`config.mk`:
```
export PLATFORM = sky130hd
export DESIGN_NAME = swpmc_top
export DESIGN_NICKNAME = d
export VERILOG_FILES = /design/src/swpmc_pkg.sv /design/src/swpmc_dsm.sv /design/src/swpmc_top.sv
export SDC_FILE = /design/constraint.sdc
export NUM_CORES = 2
export LEC_CHECK = 0
export ABC_AREA = 1
export BUFFER_PORTS_ARGS = -buffer_cell sky130_fd_sc_hd__buf_2
export CAP_MARGIN = 20
export CORE_AREA = 2 2 489 491
export CTS_CLUSTER_SIZE = 40
export DETAILED_ROUTE_END_ITERATION = 10
export DIE_AREA = 0 0 491 493
export PLACE_DENSITY_LB_ADDON = 0.05
export SETUP_SLACK_MARGIN = 0.5
export SLEW_MARGIN = 20
export SYNTH_ARGS = -nofsm -noshare
export SYNTH_HDL_FRONTEND = slang
export SYNTH_SLANG_ARGS = --single-unit
export TNS_END_PERCENT = 30
```
`constraint.sdc`:
```
create_clock -name ref_clk -period 9.55 [get_ports ref_clk]
set_input_delay 0.955 -clock ref_clk [delete_from_list [all_inputs] [get_ports ref_clk]]
set_output_delay 0.955 -clock ref_clk [all_outputs]
set_load 0.005 [all_outputs]
```
`src/swpmc_pkg.sv`:
```
// swpmc_pkg: constants and state encoding of the sleep/wake power mode controller.
// assumes a single 100 MHz reference clock and a synchronous active-low reset.
package swpmc_pkg;
  // clock and step timing
  localparam int CLK_PERIOD_NS = 10;
  localparam int STEP_TIME_NS = 1000;  // least settle time of one sequencing step
  localparam int STEP_CYCLES = (STEP_TIME_NS + CLK_PERIOD_NS - 1) / CLK_PERIOD_NS;
  localparam int STEP_CNT_W = 16;
  // counter and memory geometry
  localparam int RTC_W = 64;
  localparam logic [63:0] RTC_RESET = 64'h0;
  localparam int DSM_BYTES = 128;
  localparam int DSM_AW = 7;
  localparam logic [7:0] DSM_RESET = 8'h00;
  // power states, awake and asleep plus the steps between
  typedef enum logic [2:0] {
    ST_AWAKE = 3'b000,
    ST_GO_RST = 3'b001,
    ST_GO_CLK = 3'b010,
    ST_GO_PWR = 3'b011,
    ST_ASLEEP = 3'b100,
    ST_UP_PWR = 3'b101,
    ST_UP_CLK = 3'b110,
    ST_UP_RST = 3'b111
  } swpmc_state_t;
endpackage : swpmc_pkg

```
`src/swpmc_dsm.sv`:
```
// swpmc_dsm: deep sleep memory, byte wide, flip-flop storage.
// assumes it sits on the always-on supply so contents survive sleep.
`timescale 1ns/100ps
`default_nettype none
module swpmc_dsm #(
  parameter int BYTES = swpmc_pkg::DSM_BYTES,
  parameter int AW = swpmc_pkg::DSM_AW
) (
  input wire logic ref_clk,
  input wire logic rst_n,
  input wire logic wr,
  input wire logic [AW-1:0] addr,
  input wire logic [7:0] wdata,
  output logic [7:0] rdata
);
  import swpmc_pkg::*;

  // refuse a depth that the address cannot reach
  if (BYTES > (1 << AW)) begin : g_bad_depth
    $error("swpmc_dsm: BYTES does not fit AW");
  end

  typedef struct packed {
    logic [BYTES-1:0][7:0] mem;
    logic [7:0] rd;
  } swpmc_dsm_st_t;

  swpmc_dsm_st_t s;
  swpmc_dsm_st_t next_s;

  // registered read then write; read returns the old byte on a same-address write
  always_comb begin
    next_s = s;
    next_s.rd = s.mem[addr];
    if (wr) begin
      next_s.mem[addr] = wdata;
    end
  end

  // contents cleared only by reset, never by the sleep sequence
  always_ff @(posedge ref_clk) begin
    if (!rst_n) begin
      s <= '{mem: {BYTES{DSM_RESET}}, rd: DSM_RESET};
    end else begin
      s <= next_s;
    end
  end

  assign rdata = s.rd;
endmodule : swpmc_dsm
`default_nettype wire

```
`src/swpmc_top.sv`:
```
// swpmc_top: moves the device between awake and asleep, keeps the real-time counter.
// assumes ref_clk is the main oscillator; pins and the slow tick arrive asynchronously.
`timescale 1ns/100ps
`default_nettype none
module swpmc_top #(
  parameter int STEPS = swpmc_pkg::STEP_CYCLES
) (
  input wire logic ref_clk,
  input wire logic rst_n,
  input wire logic sleep_req,
  input wire logic usb_standby_req,
  input wire logic usb_enable,
  input wire logic usb_host_wake,
  input wire logic wake_pin,
  input wire logic wake_pin_en,
  input wire logic wake_pin_level,
  input wire logic rtc_wake_en,
  input wire logic [swpmc_pkg::RTC_W-1:0] rtc_compare,
  input wire logic slow_osc_sel,
  input wire logic slow_tick,
  input wire logic [swpmc_pkg::RTC_W-1:0] slow_increment,
  input wire logic power_good,
  input wire logic dsm_wr,
  input wire logic [swpmc_pkg::DSM_AW-1:0] dsm_addr,
  input wire logic [7:0] dsm_wdata,
  output logic [7:0] dsm_rdata,
  output logic awake,
  output logic asleep,
  output logic node_power_on,
  output logic node_clock_mask,
  output logic node_reset,
  output logic watchdog_enable,
  output logic io_supply_out_on,
  output logic system_reset,
  output logic rtc_on_slow,
  output logic [swpmc_pkg::RTC_W-1:0] rtc_count
);
  import swpmc_pkg::*;

  // refuse a step count that the down-counter cannot hold
  if (STEPS < 1 || STEPS >= (1 << STEP_CNT_W)) begin : g_bad_steps
    $error("swpmc_top: STEPS out of range");
  end

  typedef struct packed {
    swpmc_state_t st;
    logic [STEP_CNT_W-1:0] cnt;
    logic pend;
    logic [RTC_W-1:0] rtc;
    logic pin_s1, pin_s2, pin_prev;
    logic tick_s1, tick_s2, tick_prev;
    logic pg_s1, pg_s2;
    logic sysrst;
    logic [5:0] outs;
  } swpmc_st_t;

  swpmc_st_t s;
  swpmc_st_t next_s;
  logic wake_now;
  logic tick_edge;
  logic in_trans;

  // output pattern per state: power, mask, reset, watchdog, io supply, slow clock
  function automatic logic [5:0] state_outs(input swpmc_state_t st, input logic slow);
    logic pwr;
    logic msk;
    logic rst;
    logic run;
    pwr = !(st == ST_GO_PWR || st == ST_ASLEEP);
    msk = st inside {ST_GO_CLK, ST_GO_PWR, ST_ASLEEP, ST_UP_PWR};
    rst = !(st == ST_AWAKE || st == ST_UP_RST);
    run = (st == ST_AWAKE);
    state_outs = {pwr, msk, rst, run, run, slow && st == ST_ASLEEP};
  endfunction : state_outs

  // wake sources, each already qualified by its enable
  assign tick_edge = s.tick_s2 && !s.tick_prev;
  assign wake_now = (wake_pin_en && s.pin_s2 == wake_pin_level
                     && s.pin_prev != wake_pin_level)
                  || (rtc_wake_en && s.rtc >= rtc_compare)
                  || (usb_enable && usb_host_wake);
  assign in_trans = !(s.st == ST_AWAKE || s.st == ST_ASLEEP);

  always_comb begin
    next_s = s;
    next_s.sysrst = 1'b0;
    // synchronisers: first stage feeds only the second
    next_s.pin_s1 = wake_pin;
    next_s.pin_s2 = s.pin_s1;
    next_s.pin_prev = s.pin_s2;
    next_s.tick_s1 = slow_tick;
    next_s.tick_s2 = s.tick_s1;
    next_s.tick_prev = s.tick_s2;
    next_s.pg_s1 = power_good;
    next_s.pg_s2 = s.pg_s1;
    // real-time counter; slow mode only while fully asleep
    if (s.st == ST_ASLEEP && slow_osc_sel) begin
      if (tick_edge) begin
        next_s.rtc = s.rtc + slow_increment;
      end
    end else begin
      next_s.rtc = s.rtc + 64'h1;
    end
    // wake stimuli are held from the first step down, dropped while awake
    if (s.st == ST_AWAKE) begin
      next_s.pend = 1'b0;
    end else if (wake_now) begin
      next_s.pend = 1'b1;
    end
    // each transition step waits its settle time before the next
    next_s.cnt = (s.cnt == '0) ? '0 : s.cnt - 1'b1;
    case (s.st)
      ST_AWAKE: begin
        if (sleep_req || usb_standby_req) begin
          next_s.st = ST_GO_RST;
          next_s.cnt = STEP_CNT_W'(STEPS - 1);
        end
      end
      ST_ASLEEP: begin
        if (s.pend || wake_now) begin
          next_s.st = ST_UP_PWR;
          next_s.cnt = STEP_CNT_W'(STEPS - 1);
          next_s.pend = 1'b0;
        end
      end
      default: begin
        if (s.cnt == '0) begin
          next_s.cnt = STEP_CNT_W'(STEPS - 1);
          case (s.st)
            ST_GO_RST: next_s.st = ST_GO_CLK;
            ST_GO_CLK: next_s.st = ST_GO_PWR;
            ST_GO_PWR: next_s.st = ST_ASLEEP;
            ST_UP_PWR: next_s.st = ST_UP_CLK;
            ST_UP_CLK: next_s.st = ST_UP_RST;
            default: next_s.st = ST_AWAKE;
          endcase
        end
      end
    endcase
    // losing power-good mid-sequence reboots as from cold; sleep requests are
    // simply not looked at outside awake
    if (in_trans && !s.pg_s2) begin
      next_s.st = ST_AWAKE;
      next_s.sysrst = 1'b1;
      next_s.rtc = RTC_RESET;
      next_s.pend = 1'b0;
    end
    next_s.outs = state_outs(next_s.st, slow_osc_sel);
  end

  // one register for the whole state
  always_ff @(posedge ref_clk) begin
    if (!rst_n) begin
      s <= '{st: ST_AWAKE, cnt: '0, pend: 1'b0, rtc: RTC_RESET,
             pin_s1: 1'b0, pin_s2: 1'b0, pin_prev: 1'b0,
             tick_s1: 1'b0, tick_s2: 1'b0, tick_prev: 1'b0,
             pg_s1: 1'b1, pg_s2: 1'b1, sysrst: 1'b0, outs: 6'b100110};
    end else begin
      s <= next_s;
    end
  end

  swpmc_dsm i_swpmc_dsm (
    .ref_clk(ref_clk),
    .rst_n(rst_n),
    .wr(dsm_wr),
    .addr(dsm_addr),
    .wdata(dsm_wdata),
    .rdata(dsm_rdata)
  );

  assign awake = (s.st == ST_AWAKE);
  assign asleep = (s.st == ST_ASLEEP);
  assign {node_power_on, node_clock_mask, node_reset} = s.outs[5:3];
  assign {watchdog_enable, io_supply_out_on, rtc_on_slow} = s.outs[2:0];
  assign system_reset = s.sysrst;
  assign rtc_count = s.rtc;
endmodule : swpmc_top
`default_nettype wire

```
==> flow_summary.yaml <==
power_and_ir_drop:
  leakage_uw: 0.0254
  p_switching_uw: 3750
  swShare_pct: 29.7
  power_density_nw_per_um2: 201
  power_frac_comb_pct: 13.4
  ir_drop_mv: 0.187
  pwr-share-seq_pct: 39.7
  clock_power_share_pct: 46.9
  p_int_uw: 8880
logic_synthesis:
  synthArstFlopShare_pct: 0
  synth.distinct_cells: 54
  synthTopCellsByCount: "nor2_1, o21ai_0, dfxtp_1"
  synth.avg_cell_area_um2: 6.96
  ys.flop_type: "dfxtp_1"
  synth.most_common_cell: "nor2_1"
  synth_top_cells_by_area: "dfxtp_1, o21ai_0, nor2_1"
  synth_area_leader_cell: "dfxtp_1"
  synth_edf_count: 0
  synthesis.instances: 7776
  ys_warn_count: 0
  ys_ff_latch: 1130
  netlist_area_um2: 54200
  synth_nets: 8066
  synth_top_area_share_pct: 41.8
  ys_seq_area_share_pct: 41.8
cts:
  clockRootBuffer: "clkbuf_16"
  insertion_delay_ps: 830
  clock_path_buffers: 3
  ctsHoldBuffers: 0
  path_clk_slew_ps: 60
  post_cts_resized: 0
  post-cts-setup-buffers: 0
  clkSinkCount: 1130
  htreeDepth: 4
  cts_tree: "built"
  numCtsBuffers: 152
final_layout:
  design_area_um2: 62800
  drive_gt1_share_pct: 8.15
  finalCoreUtilization_pct: 26.5
  fill_cells: 26182
  layout.nets: 7986
  area_growth_pct: 15.9
global_routing:
  overflow: 0
  grt_pass1_wl_um: 366000
  antenna_found_initial: 9
  track_usage_pct: 20.4
  grt_max_degree: 211
  first_global_vias: 49709
floorplan:
  die_h_um: 493
  initial_utilization_pct: 22.9
  die_w_um: 491
  ios: 238
  core_um2: 237000
  die_area_um2: 242000
  rows: 179
sta:
  relSlewSlack_pct: 20.1
  rsz0062_at_grt: "false"
  hold_viol_final: 0
  setup_viol: 0
  worst_pin_slew_ps: 1200
  fmax_mhz: 213
  totalNegativeSetupSlack_ps: 0
  min_period_over_period_pct: 49.2
  skew_ps: 35.2
  slew_violations: 0
  layout_min_cycle_time_ps: 4700
placement:
  place_congestion: 0.885
  dp_hpwl_um: 166000
  dpl_cell_area_um2: 57700
  io_buffers: 237
outcome:
  status: "complete, no violations"
detailed_routing:
  drc: 0
  dr_wl_met3_um: 9210
  wl_met2_um: 119000
  wl_um: 254000
  wl_per_cell_um: 23.1
  viasPerCell: 4.63
  highest_layer: "met4"
  firstDrtPassIters: 6
  via_count: 50850
  postRouteAntennaNets: 0
  drt-met1-wl_um: 120000
  drt_iter0_drc: 3468
worst_setup_path:
  cp_max_fo: 33
  arrival_ps: 5430
  critPathKind: "reg2reg"
  cp-start-kind: "flip-flop"
  end_kind: "flip-flop"
  worstPathRequired_ps: 10280
  ff2ff_path_depth: 18
job:
  cap_violations: 0
hold_path:
  hold_depth: 3
  hold_class: "in2reg"
## per-layer routing
metal  vias up  global-route usage, %
li1      25293                      -
met4         0                   5.47
met3       274                   2.49
met5         -                      0
met1     24224                   27.4
met2      1059                   34.3
## state kept, by name, indices dropped and copies added, names as in the netlist
register / count
i_swpmc_dsm.rdata: 8
rtc_count: 64
node_power_on: 1
rtc_on_slow: 1
s: 23
watchdog_enable: 1
next_s: 5
system_reset: 1
node_reset: 1
node_clock_mask: 1
i_swpmc_dsm.s: 1024
## area by class of cell
cell class / instances / area (um^2) / area share (%)
diodes: 3 / 7.51 / 0.0120
repair buffers: 319 / 1910 / 3.05
well taps: 3167 / 3960 / 6.31
clock buffers: 239 / 4570 / 7.29
multi-input cells: 5003 / 25100 / 39.9
clock inverters: 35 / 522 / 0.831
inverters: 1090 / 4100 / 6.54
flip-flops and latches: 1130 / 22600 / 36.0
## worst paths after layout
kind	from	endpoint	slack, ps
worst max-delay path	s[97]$_SDFF_PN0_	rtc_count[43]$_SDFFE_PP0P_	4850
worst min-delay path	wake_pin	next_s[13]$_SDFF_PN0_	310
worst max register to register	s[97]$_SDFF_PN0_	rtc_count[43]$_SDFFE_PP0P_	4850
worst min register to register	next_s[13]$_SDFF_PN0_	next_s[12]$_SDFF_PN0_	410
## placed cells by master, fill, tap and decap left out, drive strengths merged, types with 28 or more instances in the layout
cell type	count
nor2	1491
o21ai	1212
dfxtp	1130
inv	1081
a21oi	695
nand2	670
buf	319
clkbuf	239
o22ai	184
ha	132
nand3	115
a221oi	74
a22oi	73
nand4	66
o21bai	45
clkinv	34
nor3	33
xor2	28
## logic make-up after synthesis
kind of cell | synth area share, %
AOI/OAI and AO/OA | 24.7
xor gates and xnor gates | 0.663
adders and majority gates | 3.09
buffers and inverters | 12.2
DFF | 41.8
and+or+nand+nor | 17.6
## power groups by stage
stage | combinational, uW | sequential (uW) | clock, uW
2_1_floorplan | 1170 | 5040 | 0
3_3_place_gp | 1720 | 5130 | 0
3_5_place_dp | 1710 | 5130 | 0
4_1_cts | 1720 | 5020 | 6100
5_1_grt | 1910 | 5030 | 6280
6_report | 1690 | 5020 | 5920
## stage by stage
| step | std cells | power, uW | setup slack [ps] | hold slack [ps] |
|---|---|---|---|---|
| floorplan | 7776 | 6200 | 6140 | 390 |
| global placement | 10709 | 6850 | 4610 | 394 |
| detailed placement | 10709 | 6840 | 4630 | 399 |
| CTS | 10983 | 12800 | 4790 | 223 |
| global route | 10984 | 13200 | 4400 | 262 |
| finish | 10986 | 12600 | 4850 | 309 |
## critical path, stage by stage (launching register included)
cell and delay (ps):
dfxtp_1 430, inv_1 100, ha_1 260, nand2_1 170
nor2_1 90, inv_2 410, buf_4 460, nor2_1 90
ha_1 340, a21oi_1 160, nand2_1 100, a21oi_1 400
o21bai_1 220, a21oi_1 430, o21ai_0 440, a21oi_1 220
o21ai_0 90, nand3_1 100, inv_1 50
Power figures use the tool's default switching activity.
